`src/logic/wake_ctl_pkg.sv`:
```
// Package for the second I2C control register block.
// Assumes one 25 MHz clock and an async active-low reset.
package wake_ctl_pkg;
  // ----------------------------------------------------------------
  // Register layout
  // ----------------------------------------------------------------
  localparam logic [7:0] CTL1_RESET = 8'h00;
  localparam int WAKE_BIT = 7;
  localparam int CLK_LVL_BIT = 5;
  localparam int DAT_LVL_BIT = 4;
  localparam int SPEED_BIT = 3;
  localparam int FILTER_BIT = 2;
  localparam logic [7:0] CTL1_WR_MASK = 8'h8c;
  localparam logic [7:0] SHIFT_RELEASE = 8'hff;
  // ----------------------------------------------------------------
  // Status patterns (bit 3 of the pattern is don't care)
  // ----------------------------------------------------------------
  localparam logic [7:0] STS_ADDR = 8'h16;
  localparam logic [7:0] STS_EXT = 8'h22;
  localparam logic [7:0] STS_STOP = 8'h01;
  localparam logic [7:0] STS_IDLE = 8'h00;
  localparam int STS_MASTER_BIT = 7;
  localparam int STS_EXTCODE_BIT = 5;
  localparam int STS_MATCH_BIT = 4;
  localparam int STS_START_BIT = 1;
  // ----------------------------------------------------------------
  // Timing
  // ----------------------------------------------------------------
  localparam int WAKE_SETTLE_CYCLES = 3;
  typedef enum logic [1:0] {IDLE, ADDRESSED, EXTENDED} bus_phase_t;
endpackage : wake_ctl_pkg

```
`src/logic/line_sync_if.sv`:
```
// Carrier between the top and its line synchroniser.
// Assumes both ends run on the same clock.
interface line_sync_if;
  logic scl_raw;
  logic sda_raw;
  logic scl_s;
  logic sda_s;
  modport sync (input scl_raw, input sda_raw, output scl_s, output sda_s);
  modport user (output scl_raw, output sda_raw, input scl_s, input sda_s);
endinterface : line_sync_if

```
`src/logic/line_sync.sv`:
```
// Two-flop synchroniser for the bus clock and data lines.
// Assumes lines are asynchronous to clock.
module line_sync
(
  // Clock and reset
  input wire logic clock,
  input wire logic resetn,
  // Lines
  line_sync_if.sync lines
);
  typedef struct packed
  {
    logic [1:0] meta;
    logic [1:0] stable;
  } sync_state_t;
  sync_state_t s_q;
  sync_state_t s_d;
  always_comb
  begin
    s_d = s_q;
    s_d.meta = {lines.scl_raw, lines.sda_raw};
    s_d.stable = s_q.meta;
  end
  always_ff @(posedge clock or negedge resetn)
  begin
    if (!resetn)
      s_q <= '{meta: 2'h3, stable: 2'h3};
    else
      s_q <= s_d;
  end
  assign lines.scl_s = s_q.stable[1];
  assign lines.sda_s = s_q.stable[0];
endmodule : line_sync

```
`src/logic/i2c_wakeup_ctl.sv`:
```
// Second I2C control register, wakeup and slave status tracking.
// Assumes a simple byte-wide SFR port with bit-write mask; the bus
// protocol decoder elsewhere supplies address-match and code events.
// Function
// - Register takes bit and byte writes; level monitor bits ignore writes.
// - Bits 5 and 4 report sampled clock and data line levels.
// - Reset clears the register to zero except bits 5 and 4, whose synchroniser resets high.
// - Wakeup cleared without interrupt blocks master until start or stop.
// - Restart with non-matching code gives x110, x010, then 0001 status.
// - Receiving an extension code counts as participating unless a stop comes in the same cycle.
module i2c_wakeup_ctl
  import wake_ctl_pkg::*;
(
  // Clock and reset
  input wire logic clock,
  input wire logic resetn,
  // Register port
  input wire logic ctl1_wr,
  input wire logic [7:0] ctl1_wmask,
  input wire logic [7:0] ctl1_wdata,
  output logic [7:0] ctl1_rdata,
  input wire logic shift_wr,
  input wire logic [7:0] shift_wdata,
  input wire logic wait_release,
  // Controller context
  input wire logic operation_enable,
  input wire logic stop_interrupt_enable,
  input wire logic stop_mode,
  input wire logic ctl_irq_clear,
  input wire logic master_req,
  input wire logic master_tx,
  input wire logic slave_tx,
  // Bus events from the protocol decoder
  input wire logic start_seen,
  input wire logic stop_seen,
  input wire logic addr_match,
  input wire logic ext_code,
  // Bus lines
  input wire logic scl_in,
  input wire logic sda_in,
  // Outputs
  output logic wake_req,
  output logic match_irq,
  output logic stop_irq,
  output logic master_allowed,
  output logic wait_done,
  output logic [7:0] i2c_status,
  output logic speed_mode,
  output logic filter_en
);
  typedef struct packed
  {
    logic [7:0] ctl;
    logic master_block;
    logic [7:0] status;
    bus_phase_t phase;
    logic wake;
    logic match_irq;
    logic stop_irq;
    logic wait_done;
  } state_t;
  state_t s_q;
  state_t s_d;
  line_sync_if lines ();
  assign lines.scl_raw = scl_in;
  assign lines.sda_raw = sda_in;
  line_sync u_sync
  (
    .clock(clock),
    .resetn(resetn),
    .lines(lines)
  );
  logic busy;
  logic [7:0] wr_val;
  always_comb
  begin
    busy = s_q.status[STS_MASTER_BIT] | s_q.status[STS_EXTCODE_BIT] |
           s_q.status[STS_MATCH_BIT] | s_q.status[STS_START_BIT];
    wr_val = (s_q.ctl & ~ctl1_wmask) | (ctl1_wdata & ctl1_wmask);
  end
  // ----------------------------------------------------------------
  // Next state
  // ----------------------------------------------------------------
  always_comb
  begin
    s_d = s_q;
    s_d.match_irq = 1'b0;
    s_d.stop_irq = 1'b0;
    s_d.wait_done = 1'b0;
    s_d.wake = 1'b0;
    if (ctl1_wr)
    begin
      // Level monitor bits never latch writes
      if (!operation_enable)
        s_d.ctl[SPEED_BIT] = wr_val[SPEED_BIT];
      if (!operation_enable)
        s_d.ctl[FILTER_BIT] = wr_val[FILTER_BIT];
      if (ctl1_wmask[WAKE_BIT])
      begin
        if (!wr_val[WAKE_BIT] && s_q.ctl[WAKE_BIT] && !ctl_irq_clear)
          s_d.master_block = 1'b1;
        if (!wr_val[WAKE_BIT] || !busy)
          s_d.ctl[WAKE_BIT] = wr_val[WAKE_BIT];
      end
    end
    if (start_seen || stop_seen)
      s_d.master_block = 1'b0;
    // Match interrupt on the next cycle regardless of wakeup
    if (addr_match || ext_code)
      s_d.match_irq = 1'b1;
    if (stop_mode && s_q.ctl[WAKE_BIT] && (addr_match || ext_code))
      s_d.wake = 1'b1;
    if (stop_seen && stop_interrupt_enable && !s_q.ctl[WAKE_BIT])
      s_d.stop_irq = 1'b1;
    if ((master_tx && ((shift_wr && shift_wdata == SHIFT_RELEASE) ||
        wait_release)) || (slave_tx && shift_wr))
      s_d.wait_done = 1'b1;
    unique case (s_q.phase)
      IDLE:
      begin
        if (ext_code)
        begin
          s_d.phase = EXTENDED;
          s_d.status = STS_EXT;
        end
        else if (addr_match)
        begin
          s_d.phase = ADDRESSED;
          s_d.status = STS_ADDR;
        end
      end
      ADDRESSED:
      begin
        if (ext_code)
        begin
          s_d.phase = EXTENDED;
          s_d.status = STS_EXT;
        end
      end
      EXTENDED:
      begin
        s_d.phase = EXTENDED;
      end
      // Fourth code of the two-bit phase is unused
      default:
      begin
        s_d.phase = IDLE;
      end
    endcase
    if (stop_seen)
    begin
      s_d.phase = IDLE;
      s_d.status = STS_STOP;
    end
  end
  always_ff @(posedge clock or negedge resetn)
  begin
    if (!resetn)
    begin
      s_q.ctl <= CTL1_RESET;
      s_q.master_block <= 1'b0;
      s_q.status <= STS_IDLE;
      s_q.phase <= IDLE;
      s_q.wake <= 1'b0;
      s_q.match_irq <= 1'b0;
      s_q.stop_irq <= 1'b0;
      s_q.wait_done <= 1'b0;
    end
    else
      s_q <= s_d;
  end
  // ----------------------------------------------------------------
  // Outputs
  // ----------------------------------------------------------------
  always_comb
  begin
    ctl1_rdata = s_q.ctl;
    ctl1_rdata[CLK_LVL_BIT] = lines.scl_s;
    ctl1_rdata[DAT_LVL_BIT] = lines.sda_s;
  end
  assign wake_req = s_q.wake;
  assign match_irq = s_q.match_irq;
  assign stop_irq = s_q.stop_irq;
  assign master_allowed = master_req & ~s_q.master_block;
  assign wait_done = s_q.wait_done;
  assign i2c_status = s_q.status;
  assign speed_mode = s_q.ctl[SPEED_BIT];
  assign filter_en = s_q.ctl[FILTER_BIT];
endmodule : i2c_wakeup_ctl

```
`config.mk`:
```
export PLATFORM = sky130hd
export DESIGN_NAME = i2c_wakeup_ctl
export DESIGN_NICKNAME = d
export VERILOG_FILES = /design/src/logic/wake_ctl_pkg.sv /design/src/logic/line_sync_if.sv /design/src/logic/line_sync.sv /design/src/logic/i2c_wakeup_ctl.sv
export SDC_FILE = /design/constraint.sdc
export NUM_CORES = 1
export LEC_CHECK = 0
export BUFFER_PORTS_ARGS = -buffer_cell sky130_fd_sc_hd__buf_2
export CAP_MARGIN = 0
export CORE_MARGIN = 2
export CORE_UTILIZATION = 30
export DETAILED_ROUTE_END_ITERATION = 6
export PLACE_DENSITY = 0.65
export SLEW_MARGIN = 30
export SYNTH_ARGS = -nofsm -noshare
export SYNTH_HDL_FRONTEND = slang
export SYNTH_SLANG_ARGS = --single-unit
```
`constraint.sdc`:
```
create_clock -name clock -period 1.7 [get_ports clock]
set_input_delay 0.085 -clock clock [delete_from_list [all_inputs] [get_ports clock]]
set_output_delay 0.085 -clock clock [all_outputs]
set_load 0.02 [all_outputs]
```
==> results of run 1 <==
-- layout make-up --
class,count,share of cell area (%)
well taps,33,3.556
multi-input cells,50,28.34
clock buffers,4,3.125
repair buffers,52,24.14
inverters,5,1.616
flip-flops and latches,18,39.22
-- worst paths after layout --
kind                                from                  to  slack (ns)  depth (start not counted)
min reg2reg                u_sync.s_d[0]  u_sync.lines.sda_s        0.36                          0
max                               s_q[5]              s_q[5]        0.09                          5
max in group asynchronous         resetn       u_sync.s_d[0]        1.14                          2
min                        ctl1_wdata[2]            register        0.02                          2
max reg2reg                       s_q[5]              s_q[5]        0.09                          5
min in group asynchronous         resetn             s_q[14]        0.24                          2
-- layout by cell type (no fill, tap or decap), types with 2 or more instances in the layout --
cell type and instances:
buf_2 48, dfrtp_1 14, conb_1 6, inv_1 5, nor2_1 5, nand2_1 4
dlygate4sd3_1 4, dfstp_2 4, nor2b_1 3, a21oi_1 3, mux2_2 3, ha_1 3
clkbuf_4 3, nand4_1 2, nor3_1 2, o21ai_0 2
-- kinds of logic after synthesis --
family          after synthesis  share of synthesized area, %
mux                           4                         4.801
flops                        18                         49.93
other cells                   1                        0.4111
fa+ha+maj                     3                         4.116
buf+inv                      22                         16.05
compound gates               12                         8.918
simple gates                 25                         15.78
-- power groups by stage --
| stage | sequential, uW | combinational (uW) | clock [uW] |
|---|---|---|---|
| 2_1_floorplan | 556 | 281 | 0 |
| 3_3_place_gp | 537 | 353 | 0 |
| 3_5_place_dp | 546 | 368 | 0 |
| 4_1_cts | 537 | 377 | 278 |
| 5_1_grt | 546 | 411 | 289 |
| 6_report | 537 | 374 | 261 |
-- synthesized netlist by cell type, drive strengths merged --
master,n,area [sq um]
nand4,2,12.51
conb,1,3.750
a211oi,1,7.510
dfrtp,14,350.3
nor2b,3,18.77
a21oi,3,15.01
mux2i,1,10.01
nor4,1,6.260
nand3b,1,7.510
a22o,1,8.760
and3b,1,8.760
mux2,3,33.78
nor2,5,18.77
inv,5,18.77
dfstp,4,105.1
o21ai,2,10.01
or2b,1,8.760
and3,1,6.260
o21a,1,7.510
nor3,2,10.01
o22a,1,8.760
ha,3,37.54
nand2b,1,6.260
or2,1,6.260
or4b,1,10.01
o22ai,1,6.260
nand2,4,15.01
nor4b,1,8.760
buf,17,127.6
a221o,1,10.01
a21o,1,7.510
-- through the flow --
stage / setup slack, ns / util, % / total power (uW) / cells
floorplan: 0.2857 / - / 837.6 / 90
global placement: 0.2125 / 36.43 / 889.2 / 154
detailed placement: 0.1076 / 36.43 / 914.1 / 154
CTS: 0.08876 / 38.99 / 1192 / 162
global route: 0.005739 / 38.99 / 1246 / 162
finish: 0.08948 / 38.99 / 1172 / 162
-- layer usage --
metal / routed length (um) / vias to the layer above / GRT usage (%)
met5: 0 / - / 0
met4: 23 / 0 / 5.844
met3: 166 / 2 / 3.057
met2: 919 / 44 / 21.43
met1: 766 / 342 / 10.12
li1: - / 356 / -
==> results.md, run 1 <==
- CP Launch Type: register
- Comb power frac: 31.9%
- Vias in the first global route: approximately 700
- Total iterations of the first detailed-routing run: 2
- Area after DPL: 0.001085 sq mm
- Height of the die: between 50 and 60 um
- Synth unique cells: 31
- Design Area, Final: 0.001161 sq mm
- Global route overflow: 0
- Max incr delay on CP: 0.41 ns
- Area of the multi-input gates: 329.1 sq um
- Net Sw Frac: 33.61%
- Post-CTS Setup Inserts: 0
- Clk sinks: 18
- Vias per cell: approximately 4.6
- Mapped Cells: 85
- GR Util All Layers: 11.00%
- Resized cells post-CTS: 0
- CTS root buffer: clkbuf_4
- Unrepaired setup endpoints after global routing: false
- Max rail drop VDD: 0.2444 mV
- Leak: around 0.0006 uW
- Worst-skew pair later-pin latency: 0.29 ns
- Initial antenna violation count: 0
- Post-DP HPWL: 1.476 mm
- Hold WS: 0.02401 ns
- Core ar.: 0.002978 sq mm
- Power Density: slightly above 1000 mW/mm^2
- DRT Wirelength: 1.876 mm
- Crit-path leading delay family: flip-flops
- Psw: 394.0 uW
- Worst setup path category: reg -> reg
- Final setup fails: 0
- NumNets Final: 175
- Largest net degree at the start of global routing: 19
- CTS tree: yes
- Routed wire per std cell: around 12 um
- Clock skew: a little over 0.005 ns
- Die Wd: between 50 and 60 um
- Detailed-route via count: 744
- Synthesis warning total: 0
- Max Buffers Root-to-Sink: 2
- Setup_tns: 0 ns
- CTS Buf Count: 3
- Crit path DAT: 1.79 ns
- CTS Hold Bufs: 4
- Outcome: completed
- DRC errors left: 0
- CP cell instances: inv_1 > ha_1 > nand2b_1 > a21oi_1 > mux2_2
- Die ar.: 0.003498 sq mm
- Worst min path class: in -> reg
- FF+latch area: 455.4 sq um
- H-tree depth: 1
- Worst EP required: ~1.9 ns
- Worst-path clk slew: roughly 0.1 ns
- Mapped Avg Cell Area: 10.73 sq um
- Max Clock Freq: approximately 620 MHz
- Final Critical Period: 1.611 ns
- Port Buffers: 48
- Fill cells: 296
- Final GP Congestion: 0.7483
- Crit. End Element: register
- Internal: about 800 uW
- Synthesized area: 912.1 sq um
- Max-cap violations: 0
- Initial core utilization: 30.63%
- First-pass GRT wire length: approximately 2.8 mm
- Max Slew Vio Count: 0
- Final Hold Vio Count: 0
- FF+latch count, synth: 18
- ANT nets after route: 0
- Antenna diode count: 0
- Clock group share of total power: between 20 and 25%
- CP Max Fanout: 7
- 1st-iter DRT viols: 10
- Core Rows: 20
- Share of cells above drive strength 1: 47.29%
- Sequential share of power: 45.8%
- Period utilisation layout: 94.74%
- Worst path bufs/invs: 1
- CP max stage cell: dfrtp_1
- Post-synthesis sequential area ratio: 49.93%
- Top Ports: 65
- Synth-to-layout area growth: 27.30%
Power figures use the tool's default switching activity.
==> run 2: changes to the inputs <==
==> constraint.sdc (replaced) <==
create_clock -name clock -period 2 [get_ports clock]
set_input_delay 0.1 -clock clock [delete_from_list [all_inputs] [get_ports clock]]
set_output_delay 0.1 -clock clock [all_outputs]
set_load 0.02 [all_outputs]
==> run 2 against run 1 <==
Compared with the run above:
- hold slack gained 0.012 ns
- clock-buffer cell count is the same
- critical path depth unchanged
- global-route usage about the same
- register-to-register slack improved by 0.32 ns
- worst setup slack improved by 0.32 ns
- non-clock buffer count decreased by 1
- total power is 16% lower
- first-iteration DRC count increased by 70%
- sequential share of layout area grew 0.34 points
- wire length down 3.1%
==> results.md, run 2 (synthesis gave the netlist of run 1 again) <==
- Global route overflow: 0
- Worst setup margin: 0.4082 ns
- Pre-CTS setup slack: 0.4090 ns
- Clock skew: 0.002387 ns
- Core ar.: between 0.002 and 0.003 sq mm
- Top Ports: 65
- Max rail drop VDD: 0.1969 mV
- Max-cap violations: 0
- Routed wire per std cell: 11.29 um
- Setup_tns: 0 ns
- NumNets Final: 174
- Final GP Congestion: between 0.7 and 0.8
- Sequential share of power: between 40% and 50%
- Most frequent cells in the layout: buf_2 (48), dfrtp_1 (14), conb_1 (6), inv_1 (5), nor2_1 (5)
- Area of the multi-input gates: ~330 sq um
- Port Buffers: 48
- Core Rows: 20
- Largest net degree at the start of global routing: 19
- Internal: 659.9 uW
- ANT nets after route: 0
- GR Util All Layers: around 11%
- First-pass GRT wire length: 2.822 mm
- Worst setup path category: reg -> reg
- Fill cells: 310
- Period utilisation layout: 79.59%
- DRT Wirelength: 1.817 mm
- Final setup fails: 0
- Post-DP HPWL: 1.477 mm
- CTS root buffer: clkbuf_4
- Leak: 0.0005969 uW
- Outcome: completed
- Antenna diode count: 0
- CTS tree: yes
- FF+latch area: 455.4 sq um
- Vias per cell: 4.509
- Max Buffers Root-to-Sink: 2
- Final Hold Vio Count: 0
- Crit path DAT: around 1.8 ns
- Comb power frac: between 30% and 40%
- Vias in the first global route: 676
- Psw: 327.1 uW
- Max Slew Vio Count: 0
- Initial antenna violation count: 0
- Worst-path clk slew: 0.10 ns
- Synth-to-layout area growth: 26.20%
- Detailed-route via count: 726
- Clock group share of total power: 22.1%
- H-tree depth: 1
- Unrepaired setup endpoints after global routing: false
- 1st-iter DRT viols: 17
- Initial core utilization: 30.63%
- Crit. End Element: register
- Share of cells above drive strength 1: 47.66%
- Worst EP required: 2.18 ns
- CTS Buf Count: 3
- Power Density: approximately 860 mW/mm^2
- Total iterations of the first detailed-routing run: 3
- CP Launch Type: register
- Die Wd: 59.14 um
- Final Critical Period: 1.592 ns
- Die ar.: 0.003498 sq mm
- Max Clock Freq: 628.2 MHz
- CP Max Fanout: 7
- Net Sw Frac: 33.14%
- Worst min path class: in -> reg
- Clk sinks: 18
- DRC errors left: 0
- Height of the die: 59.14 um
- Most common cell after layout, fill and taps aside: buf_2
- Post-CTS Setup Inserts: 0
- Worst-skew pair later-pin latency: 0.29 ns
run 2: metrics by stage:
step	hold WS [ns]	util, %	area, sq um	total power (uW)	cells
2_1_floorplan	-0.1956	-	930.9	711.9	90
3_5_place_dp	0.05084	36.43	1085	776.9	154
3_3_place_gp	0.04308	36.43	1085	755.8	154
6_report	0.03598	38.66	1151	987.0	161
4_1_cts	0.01879	38.66	1151	1011	161
5_1_grt	0.02708	38.66	1151	1053	161
run 2: critical path, stage by stage (launching register included):
cell,delay (ns)
dfrtp_1,0.40
inv_1,0.11
ha_1,0.27
nand2b_1,0.08
a21oi_1,0.25
mux2_2,0.37
run 2: worst paths after layout:
check / startpoint / end / slack (ns) / cells after the start
worst max-delay path: s_q[5] / s_q[5] / 0.41 / 5
worst min-delay path: start_seen / s_q[14] / 0.04 / 3
worst max register to register: s_q[5] / s_q[5] / 0.41 / 5
worst min register to register: u_sync.s_d[0] / u_sync.lines.sda_s / 0.36 / 0
max in group asynchronous: resetn / u_sync.s_d[0] / 1.42 / 2
min in group asynchronous: resetn / s_q[14] / 0.26 / 2
run 2: timing repair:
item                                   in CTS  in global routing
endpoints found under the hold margin      16                  0
gates resized for setup                     0                  0
hold buffers                                3                  0
run 2: per-layer routing:
layer	track usage [%]	wire length, um	share of wire (%)
met1	10.82	729	40
met2	20.95	900	50
met3	2.620	164	9.0
met4	5.844	23	1.3
met5	0	0	0
run 2: area by class of cell:
type,instances,area share (%)
multi-input combinational,50,28.59
tap,33,3.587
sequential,18,39.57
clock buffer,4,3.152
timing repair buffer,51,23.48
inverter,5,1.630
run 2: power by group through the flow:
stage / Combinational [uW] / Sequential [uW] / Clock [uW]
global route: 345 / 463 / 244
global placement: 300 / 456 / 0
finish: 314 / 455 / 218
CTS: 318 / 456 / 236
floorplan: 239 / 473 / 0
detailed placement: 313 / 464 / 0
